**src/hw/hbp_pkg.sv**
```systemverilog
// constants shared by the host bus display memory port
package hbp_pkg;
    // command codes
    localparam logic [7:0] CMD_SYS_CONFIG   = 8'h40;
    localparam logic [7:0] CMD_SLEEP_ENTRY  = 8'h53;
    localparam logic [7:0] CMD_MEM_WRITE    = 8'h42;
    localparam logic [7:0] CMD_MEM_READ     = 8'h43;
    localparam logic [7:0] CMD_CURSOR_SET   = 8'h46;
    localparam logic [7:0] CMD_CURSOR_GET   = 8'h47;
    localparam logic [5:0] CMD_STEP_DIR_TOP = 6'h13;
    // step direction codes, low two bits of the direction command
    localparam logic [1:0] DIR_RIGHT        = 2'h0;
    localparam logic [1:0] DIR_LEFT         = 2'h1;
    localparam logic [1:0] DIR_UP           = 2'h2;
    localparam logic [1:0] DIR_DOWN         = 2'h3;
    // status byte layout
    localparam int         STATUS_FLAG_BIT  = 6;
    // reset values
    localparam logic [15:0] CURSOR_RST      = 16'h0000;
    localparam logic [1:0]  DIR_RST         = 2'h0;
    localparam logic [7:0]  CMD_RST         = 8'h00;
    // write stream buffer
    localparam int         FIFO_DEPTH       = 16;
    localparam int         FIFO_WIDTH       = 24;
    typedef enum logic [3:0] {
        HBP_PARAM  = 4'h1,
        HBP_MEMORY_WRITE_CMD = 4'h2,
        HBP_MEMORY_READ_CMD  = 4'h4,
        HBP_CGET   = 4'h8
    } hbp_mode_t;
endpackage : hbp_pkg

```
**src/hw/hbp_fifo.sv**
```systemverilog
// small synchronous fifo with valid/ready on both sides
`timescale 1ns/100ps
module hbp_fifo #(
    parameter int WIDTH = 24,
    parameter int DEPTH = 16
) (
    input  wire logic             clock_i,
    input  wire logic             rst_b_i,
    input  wire logic             in_valid_i,
    output logic                  in_ready_o,
    input  wire logic [WIDTH-1:0] in_data_i,
    output logic                  out_valid_o,
    input  wire logic             out_ready_i,
    output logic      [WIDTH-1:0] out_data_o
);
    localparam int AW = $clog2(DEPTH);

    logic [WIDTH-1:0] mem_q [DEPTH];
    logic [AW-1:0]    wr_ptr_q;
    logic [AW-1:0]    rd_ptr_q;
    logic [AW:0]      count_q;
    wire              push = in_valid_i && in_ready_o;
    wire              pop  = out_valid_o && out_ready_i;

    assign in_ready_o  = (count_q != (AW+1)'(DEPTH));
    assign out_valid_o = (count_q != '0);
    assign out_data_o  = mem_q[rd_ptr_q];

    always_ff @(posedge clock_i) begin
        if (push) begin
            mem_q[wr_ptr_q] <= in_data_i;
        end
    end

    always_ff @(posedge clock_i or negedge rst_b_i) begin
        if (!rst_b_i) begin
            wr_ptr_q <= '0;
            rd_ptr_q <= '0;
            count_q  <= '0;
        end else begin
            if (push) begin
                wr_ptr_q <= wr_ptr_q + 1'b1;
            end
            if (pop) begin
                rd_ptr_q <= rd_ptr_q + 1'b1;
            end
            if (push && !pop) begin
                count_q <= count_q + 1'b1;
            end else if (pop && !push) begin
                count_q <= count_q - 1'b1;
            end
        end
    end
endmodule : hbp_fifo

```
**src/hw/hbp_port.sv**
```systemverilog
// host parallel bus port: strobe decode, commands, cursor stepping, memory streams
`timescale 1ns/100ps
// How it works
// RULE_01: after memory write command, each data byte stored at cursor, cursor steps; a byte written while the buffer is full is dropped, cursor holds.
// RULE_02: host issues memory write once, then writes bytes back to back.
// RULE_03: memory read command enters output state and preloads byte at cursor.
// RULE_04: each buffer read steps cursor and fetches next byte into buffer.
// RULE_05: with cursor displayed, read data comes from two steps ahead.
// RULE_06: two style selects choose separate strobes or direction plus enable.
// RULE_07: separate strobes: select/read/write decode to the four cycle kinds.
// RULE_08: direction-enable: enable high qualifies, direction and select decode.
// RULE_09: every command completes within one bus cycle, no polling needed. Memory read preload waits for buffer drain and memory grant.
// RULE_10: status read drives the display status flag on data bit 6.
// RULE_11: flag high during line idle cycles, low while display is read.
// RULE_12: in sleep, only system configuration and sleep entry are accepted.
// RULE_13: host repeats data reads only if its loop exceeds the cycle time.
// RULE_14: host should write display memory during retrace periods.
// RULE_15: host writes only inside window after line latch pulse rising edge.
// RULE_16: host should time writes from line latch pulse falling edge.
// RULE_17: host should blank display before rewriting the whole memory.
// RULE_18: step is +1, -1, minus row pitch or plus row pitch by direction bits.
// RULE_19: cursor changes only by cursor set or automatic stepping.
// RULE_20: after cursor get command, reads return low byte then high byte.
// RULE_21: data bus driven only during a qualified read with chip select.
// RULE_22: data writes outside memory write mode are parameters of last command.
module hbp_port (
    input  wire logic        clock_i,
    input  wire logic        rst_b_i,
    // host bus
    input  wire logic        bus_style_select_a_i,
    input  wire logic        bus_style_select_b_i,
    input  wire logic        chip_select_b_i,
    input  wire logic        register_select_i,
    input  wire logic        strobe_a_i,
    input  wire logic        strobe_b_i,
    input  wire logic [7:0]  data_i,
    output logic      [7:0]  data_o,
    output logic             data_oe_b_o,
    output logic             host_write_ready_o,
    // display timing and configuration from the scan logic
    input  wire logic        scan_reading_i,
    input  wire logic        cursor_shown_i,
    input  wire logic [15:0] row_pitch_i,
    // display memory port
    output logic             mem_req_o,
    output logic             mem_we_o,
    output logic      [15:0] mem_addr_o,
    output logic      [7:0]  mem_wdata_o,
    input  wire logic        mem_ack_i,
    input  wire logic [7:0]  mem_rdata_i,
    // commands and parameters to the other blocks
    output logic             cmd_valid_o,
    output logic      [7:0]  cmd_code_o,
    output logic             param_valid_o,
    output logic      [7:0]  param_data_o,
    output logic      [7:0]  param_index_o,
    output logic             sleep_o,
    output logic      [15:0] cursor_addr_o
);
    // ----------------------------------------------------------------
    // strobe decode
    // ----------------------------------------------------------------
    // only select a high with select b low picks direction plus enable;
    // every other strap pair keeps separate strobes
    wire dir_en_mode = bus_style_select_a_i && !bus_style_select_b_i;  // RULE_06
    wire sep_rd      = !chip_select_b_i && !strobe_a_i && strobe_b_i;  // RULE_07
    wire sep_wr      = !chip_select_b_i && strobe_a_i && !strobe_b_i;  // RULE_07
    wire de_rd       = !chip_select_b_i && strobe_b_i && strobe_a_i;   // RULE_08
    wire de_wr       = !chip_select_b_i && strobe_b_i && !strobe_a_i;  // RULE_08
    wire rd_act      = dir_en_mode ? de_rd : sep_rd;
    wire wr_act      = dir_en_mode ? de_wr : sep_wr;

    logic       rd_act_q;
    logic       wr_act_q;
    logic       rd_sel_q;
    logic       wr_sel_q;
    logic [7:0] wr_data_q;

    // writes are taken when the strobe ends, from data held in the last
    // active cycle; reads complete at the strobe end as well
    wire wr_done    = wr_act_q && !wr_act;
    wire rd_done    = rd_act_q && !rd_act;
    wire cmd_wr     = wr_done && wr_sel_q;
    wire dat_wr     = wr_done && !wr_sel_q;
    wire dat_rd     = rd_done && rd_sel_q;

    // ----------------------------------------------------------------
    // command handling
    // ----------------------------------------------------------------
    hbp_pkg::hbp_mode_t mode_q;
    logic [7:0]         last_cmd_q;
    logic [7:0]         pidx_q;
    logic               sleep_q;
    logic [1:0]         dir_q;
    logic [15:0]        cursor_q;
    logic               cget_hi_q;
    logic               fetch_pend_q;
    logic [15:0]        fetch_addr_q;
    logic [7:0]         buf_q;
    logic [7:0]         out_q;
    logic               flag_q;

    wire cmd_ok = !sleep_q || (wr_data_q == hbp_pkg::CMD_SYS_CONFIG)
                  || (wr_data_q == hbp_pkg::CMD_SLEEP_ENTRY);          // RULE_12
    wire cmd_take   = cmd_wr && cmd_ok;
    wire is_memory_write_cmd  = cmd_take && (wr_data_q == hbp_pkg::CMD_MEM_WRITE);
    wire is_memory_read_cmd   = cmd_take && (wr_data_q == hbp_pkg::CMD_MEM_READ);
    wire is_cget    = cmd_take && (wr_data_q == hbp_pkg::CMD_CURSOR_GET);
    wire is_dir     = cmd_take && (wr_data_q[7:2] == hbp_pkg::CMD_STEP_DIR_TOP);
    wire param_ok   = !sleep_q || (last_cmd_q == hbp_pkg::CMD_SYS_CONFIG);
    wire param_take = dat_wr && (mode_q != hbp_pkg::HBP_MEMORY_WRITE_CMD) && param_ok; // RULE_22
    wire cset_lo    = param_take && (last_cmd_q == hbp_pkg::CMD_CURSOR_SET)
                      && (pidx_q == 8'h00);
    wire cset_hi    = param_take && (last_cmd_q == hbp_pkg::CMD_CURSOR_SET)
                      && (pidx_q == 8'h01);

    // ----------------------------------------------------------------
    // cursor stepping
    // ----------------------------------------------------------------
    wire [15:0] step = (dir_q == hbp_pkg::DIR_RIGHT) ? 16'h0001 :
                       (dir_q == hbp_pkg::DIR_LEFT)  ? 16'hFFFF :
                       (dir_q == hbp_pkg::DIR_UP)    ? 16'(-row_pitch_i) :
                       row_pitch_i;                                    // RULE_18
    wire [15:0] ahead     = cursor_shown_i ? 16'(step << 1) : 16'h0000; // RULE_05
    wire        fifo_ready;
    wire        mw_push   = dat_wr && (mode_q == hbp_pkg::HBP_MEMORY_WRITE_CMD) && fifo_ready;
    wire        mr_step   = dat_rd && (mode_q == hbp_pkg::HBP_MEMORY_READ_CMD);
    wire        auto_step = mw_push || mr_step;
    wire [15:0] cursor_nx = cursor_q + step;

    // ----------------------------------------------------------------
    // write stream buffer and memory port
    // ----------------------------------------------------------------
    wire        fifo_valid;
    wire [23:0] fifo_data;
    wire        fifo_pop  = fifo_valid && mem_ack_i;
    // pending writes drain before a fetch, so a read sees earlier writes
    wire        fetch_go  = fetch_pend_q && !fifo_valid && mem_ack_i;

    hbp_fifo #(
        .WIDTH (hbp_pkg::FIFO_WIDTH),
        .DEPTH (hbp_pkg::FIFO_DEPTH)
    ) hbp_fifo_i (
        .clock_i     (clock_i),
        .rst_b_i     (rst_b_i),
        .in_valid_i  (mw_push),
        .in_ready_o  (fifo_ready),
        .in_data_i   ({cursor_q, wr_data_q}),                          // RULE_01
        .out_valid_o (fifo_valid),
        .out_ready_i (mem_ack_i),
        .out_data_o  (fifo_data)
    );

    assign mem_req_o          = fifo_valid || fetch_pend_q;
    assign mem_we_o           = fifo_valid;
    assign mem_addr_o         = fifo_valid ? fifo_data[23:8] : fetch_addr_q;
    assign mem_wdata_o        = fifo_data[7:0];
    assign host_write_ready_o = fifo_ready;

    // ----------------------------------------------------------------
    // read data and bus drive
    // ----------------------------------------------------------------
    wire [7:0] status_byte = 8'(flag_q) << hbp_pkg::STATUS_FLAG_BIT;   // RULE_10
    wire [7:0] data_byte   = (mode_q == hbp_pkg::HBP_CGET) ?
                             (cget_hi_q ? cursor_q[15:8] : cursor_q[7:0]) : buf_q; // RULE_20
    wire [7:0] out_d       = register_select_i ? data_byte : status_byte;

    assign data_o        = out_q;
    assign data_oe_b_o   = !(rd_act && rd_act_q);                      // RULE_21
    assign cmd_valid_o   = cmd_take;
    assign cmd_code_o    = wr_data_q;
    assign param_valid_o = param_take;
    assign param_data_o  = wr_data_q;
    assign param_index_o = pidx_q;
    assign sleep_o       = sleep_q;
    assign cursor_addr_o = cursor_q;

    // ----------------------------------------------------------------
    // registers
    // ----------------------------------------------------------------
    always_ff @(posedge clock_i or negedge rst_b_i) begin
        if (!rst_b_i) begin
            rd_act_q  <= 1'b0;
            wr_act_q  <= 1'b0;
            rd_sel_q  <= 1'b0;
            wr_sel_q  <= 1'b0;
            wr_data_q <= 8'h00;
            out_q     <= 8'h00;
            flag_q    <= 1'b0;
        end else begin
            rd_act_q <= rd_act;
            wr_act_q <= wr_act;
            flag_q   <= !scan_reading_i;                               // RULE_11
            if (rd_act) begin
                rd_sel_q <= register_select_i;
                out_q    <= out_d;
            end
            if (wr_act) begin
                wr_sel_q  <= register_select_i;
                wr_data_q <= data_i;
            end
        end
    end

    // command state settles in the cycle after its strobe ends; the memory read preload waits for the memory
    always_ff @(posedge clock_i or negedge rst_b_i) begin
        if (!rst_b_i) begin
            mode_q     <= hbp_pkg::HBP_PARAM;
            last_cmd_q <= hbp_pkg::CMD_RST;
            pidx_q     <= 8'h00;
            sleep_q    <= 1'b0;
            dir_q      <= hbp_pkg::DIR_RST;
            cget_hi_q  <= 1'b0;
        end else if (cmd_take) begin                                   // RULE_09
            last_cmd_q <= wr_data_q;
            pidx_q     <= 8'h00;
            cget_hi_q  <= 1'b0;
            mode_q     <= is_memory_write_cmd ? hbp_pkg::HBP_MEMORY_WRITE_CMD :
                          is_memory_read_cmd  ? hbp_pkg::HBP_MEMORY_READ_CMD  :
                          is_cget   ? hbp_pkg::HBP_CGET   : hbp_pkg::HBP_PARAM;
            if (wr_data_q == hbp_pkg::CMD_SLEEP_ENTRY) begin
                sleep_q <= 1'b1;
            end else if (wr_data_q == hbp_pkg::CMD_SYS_CONFIG) begin
                sleep_q <= 1'b0;
            end
            if (is_dir) begin
                dir_q <= wr_data_q[1:0];
            end
        end else begin
            if (param_take) begin
                pidx_q <= pidx_q + 8'h01;
            end
            if (dat_rd && mode_q == hbp_pkg::HBP_CGET) begin
                cget_hi_q <= !cget_hi_q;
            end
        end
    end

    always_ff @(posedge clock_i or negedge rst_b_i) begin
        if (!rst_b_i) begin
            cursor_q <= hbp_pkg::CURSOR_RST;
        end else if (cset_lo) begin                                    // RULE_19
            cursor_q[7:0] <= wr_data_q;
        end else if (cset_hi) begin
            cursor_q[15:8] <= wr_data_q;
        end else if (auto_step) begin
            cursor_q <= cursor_nx;                                     // RULE_01 RULE_04
        end
    end

    always_ff @(posedge clock_i or negedge rst_b_i) begin
        if (!rst_b_i) begin
            fetch_pend_q <= 1'b0;
            fetch_addr_q <= hbp_pkg::CURSOR_RST;
            buf_q        <= 8'h00;
        end else if (is_memory_read_cmd) begin
            fetch_pend_q <= 1'b1;                                      // RULE_03
            fetch_addr_q <= cursor_q + ahead;
        end else if (mr_step) begin
            fetch_pend_q <= 1'b1;                                      // RULE_04
            fetch_addr_q <= cursor_nx + ahead;
        end else if (fetch_go) begin
            fetch_pend_q <= 1'b0;
            buf_q        <= mem_rdata_i;
        end
    end
endmodule : hbp_port

```
**config.mk**
```make
export PLATFORM = sky130hd
export DESIGN_NAME = hbp_port
export DESIGN_NICKNAME = d
export VERILOG_FILES = /design/src/hw/hbp_pkg.sv /design/src/hw/hbp_fifo.sv /design/src/hw/hbp_port.sv
export SDC_FILE = /design/constraint.sdc
export NUM_CORES = 1
export LEC_CHECK = 0
export BUFFER_PORTS_ARGS = -buffer_cell sky130_fd_sc_hd__buf_2
export CORE_MARGIN = 1.5
export CORE_UTILIZATION = 35
export DETAILED_ROUTE_END_ITERATION = 8
export PLACE_DENSITY = 0.53
export SETUP_SLACK_MARGIN = 0.05
export SYNTH_ARGS = -nofsm -noshare
export SYNTH_HDL_FRONTEND = slang
export SYNTH_SLANG_ARGS = --single-unit
export TNS_END_PERCENT = 10
```
**constraint.sdc**
```tcl
create_clock -name clock_i -period 13.13 [get_ports clock_i]
set_input_delay 1.9695 -clock clock_i [delete_from_list [all_inputs] [get_ports clock_i]]
set_output_delay 1.9695 -clock clock_i [all_outputs]
set_load 0.01 [all_outputs]
```
==> metrics.txt <==
CP Launch Type=input port; Via-to-Cell Ratio=about 5.2; H-tree levels=2; Tcrit/Tclk final=about 49%; Slew @ Worst Pin=roughly 1.1 ns; gr ovfl total=0; min-delay src=hbp_fifo_i.rd_ptr_q[3]; DRC=0; Min-Delay Path Class=flop to flop; CTS Hold Buffers Added=0; CTS tree=yes; HPWL after detailed placement=~34,000 um; Post-synth top cells=edfxtp_1 (384), nand2_1 (142), mux4_2 (120), dfrtp_1 (98), nor2_1 (75); post-synth top area share=between 50% and 60%; Routed Wire Length=around 53,000 um; Iteration-0 DRC Markers=855; clk slew on worst S/H paths=roughly 0.070 ns; number of global-route vias before repair=about 12,000; post-CTS sizing=0; ranking of synthesized cells by area=edfxtp_1 (54%), mux4_2 (13%), dfrtp_1 (12%); final cell count without fillers=2,277; RSZ-0062 raised after global routing=false; Die X=between 200 and 250 um; Synth Flop Type=edfxtp_1; GRT Util Overall=17.3%; Placer Congestion=approximately 0.83; Final ANT Viol Nets=0; count leader, synth=edfxtp_1; fin. max-slew vios=0; postcts setup bufs=0; crit path DAT=between 6 and 7 ns; Power Total=~0.0042 W; Post-Synthesis Cells=approximately 1,300; dpl cells=between 2,000 and 2,500; Avg Cell Area, Syn=around 16 um2; DRT Pass-1 Iters=5; Initial Utilization=about a third; max cap viols=0; fillers=around 5,600; clock latency at the later pin of the worst-skew pair=0.59 ns; total CTS buffers=48; Cell Area, Synth=between 20,000 and 25,000 um2; Worst Path Class, Setup=input port to flop; root buffer cell=clkbuf_16; Period minus WS final=between 6 and 7 ns; number of clock sinks=483; asr flop ratio synth=between 20% and 30%; core area=between 60,000 and 70,000 um2; standard-cell rows=90; Final Hold Fails=0; chip height=between 200 and 250 um; Layout Nets=roughly 1,500; Routed WL per cell=between 20 and 25 um; setup violators final=0; crit path capture type=flop; vias post-DR=~12,000; yosys warns=0; share of cells above drive strength 1=~27%; leakage power=8.36 nW; post-synth top area cell=edfxtp_1; clk buf depth=3; worst reg2reg setup slack=about 7 ns; status=finished, final reports clean; Worst R2R End=fetch_addr_q[15]; sequential area share after synthesis=about two thirds; top achievable clock speed=around 150 MHz; Peak VDD IR=roughly 95 uV; Post-synth EDFFs=384; clk_skew=roughly 0.012 ns; Area Growth Syn to Fin=14.6%; number of library cell types mapped by synthesis=60; Worst slew margin=27.5%; Critical Path Fanout Max=5; Port Buffer Count=121; antenna cells=0; setup_tns=0 ns; Min-Delay Path Depth=1; FF+latch count, synth=483; Power Density=173 nW/um2; initial antenna violation count=0; Critical Path RT=around 14 ns; largest net degree at the start of global routing=60; Die ar.=62,100 um2; reg2reg path depth=19; hold endpoint=hbp_fifo_i.rd_ptr_q[3]; first-pass GRT wire length=80,100 um; FF-to-FF Start=cmd_code_o[6]; Post-Syn Nets=approximately 1,400; I/O pins=between 100 and 150
## kinds of logic after synthesis
group | synth area share [%]
AO/OA/AOI/OAI | 4.36
AND/OR/NAND/NOR | 6.94
flip-flops | 66.1
XOR/XNOR | 2.02
buffers and inverters | 1.88
multiplexers | 16.0
adder cells (fa/ha/maj) | 2.76
## cells in the final DEF, fill, tap and decap left out, drive strengths merged, types with 29 or more instances in the layout
master | synthesis | layout
mux4 | 120 | 120
mux2 | 38 | 38
clkbuf | 37 | 64
buf | 34 | 158
a21oi | 48 | 48
edfxtp | 384 | 384
nand2 | 142 | 142
dfrtp | 98 | 98
o21ai | 57 | 57
xnor2 | 29 | 29
ha | 42 | 42
nor2 | 75 | 75
## area by class of cell
cell class | instances | area [um2] | share of cell area [%]
tap | 782 | 978 | 4.03
inverter | 22 | 82.6 | 0.340
multi-input combinational | 747 | 6860 | 28.2
timing repair buffer | 158 | 886 | 3.64
sequential | 483 | 14000 | 57.7
clock inverter | 21 | 166 | 0.685
clock buffer | 64 | 1310 | 5.40
## how the worst max path moves through the flow
stage                                    start                to  slack [ns]  depth (start not counted)
after floorplan                 row_pitch_i[1]  fetch_addr_q[15]        6.86                         22
after global placement    bus_style_select_a_i  fetch_addr_q[15]        6.22                         20
after detailed placement        row_pitch_i[0]  fetch_addr_q[15]        6.13                         25
after CTS                       row_pitch_i[0]  fetch_addr_q[15]        6.73                         25
after global routing            row_pitch_i[0]  fetch_addr_q[15]        6.27                         25
final                           row_pitch_i[0]  fetch_addr_q[15]        6.66                         25
## power by group
group          switching [W]  total (W)  internal (W)
clock network       0.000574    0.00132      0.000741
registers           0.000128    0.00185       0.00172
logic               0.000550    0.00104      0.000493
## worst max-delay path, stage by stage
cell	delay, ns
buf_2	0.10
inv_1	0.07
ha_1	0.19
or3b_1	0.43
nor3_1	0.23
nor3_1	0.07
a21oi_1	0.14
o21ai_0	0.11
ha_1	0.40
nand2_1	0.07
o21ai_0	0.16
a31oi_1	0.09
a211o_1	0.31
o21ai_0	0.32
xor2_1	0.15
mux2_2	0.29
ha_1	0.34
o2111ai_1	0.17
o21ai_0	0.14
a21oi_1	0.29
o21ai_0	0.18
xor2_1	0.20
and3_1	0.20
nor3_1	0.18
o211ai_1	0.10
## per-stage QoR
| step | setup slack, ns | cell area (um2) | utilization [%] | hold WS [ns] |
|---|---|---|---|---|
| after CTS | 6.73 | 24300 | 40.4 | 0.472 |
| after global placement | 6.22 | 22800 | 38.0 | 0.452 |
| after global routing | 6.27 | 24300 | 40.4 | 0.499 |
| after detailed placement | 6.13 | 22800 | 38.0 | 0.459 |
| final | 6.66 | 24300 | 40.4 | 0.471 |
| after floorplan | 6.86 | 21200 | - | 0.437 |
## layer usage
metal / vias to the layer above / wire length, um / global-route usage, %
met5: - / 0 / 0
met4: 0 / 1570 / 5.80
met3: 80 / 2330 / 2.64
met2: 288 / 25700 / 28.6
met1: 6141 / 23800 / 23.5
li1: 5347 / - / -
## registers in the layout, summed over array words and instances (netlist names), 2 cells and up
name	cells
mode_q	4
buf_q	8
param_index_o	8
cmd_code_o	8
hbp_fifo_i.wr_ptr_q	4
hbp_fifo_i.count_q	5
cursor_addr_o	16
last_cmd_q	8
hbp_fifo_i.rd_ptr_q	4
fetch_addr_q	16
data_o	8
dir_q	2
hbp_fifo_i.mem_q	384
No activity file was read; power rests on OpenSTA's default activity.
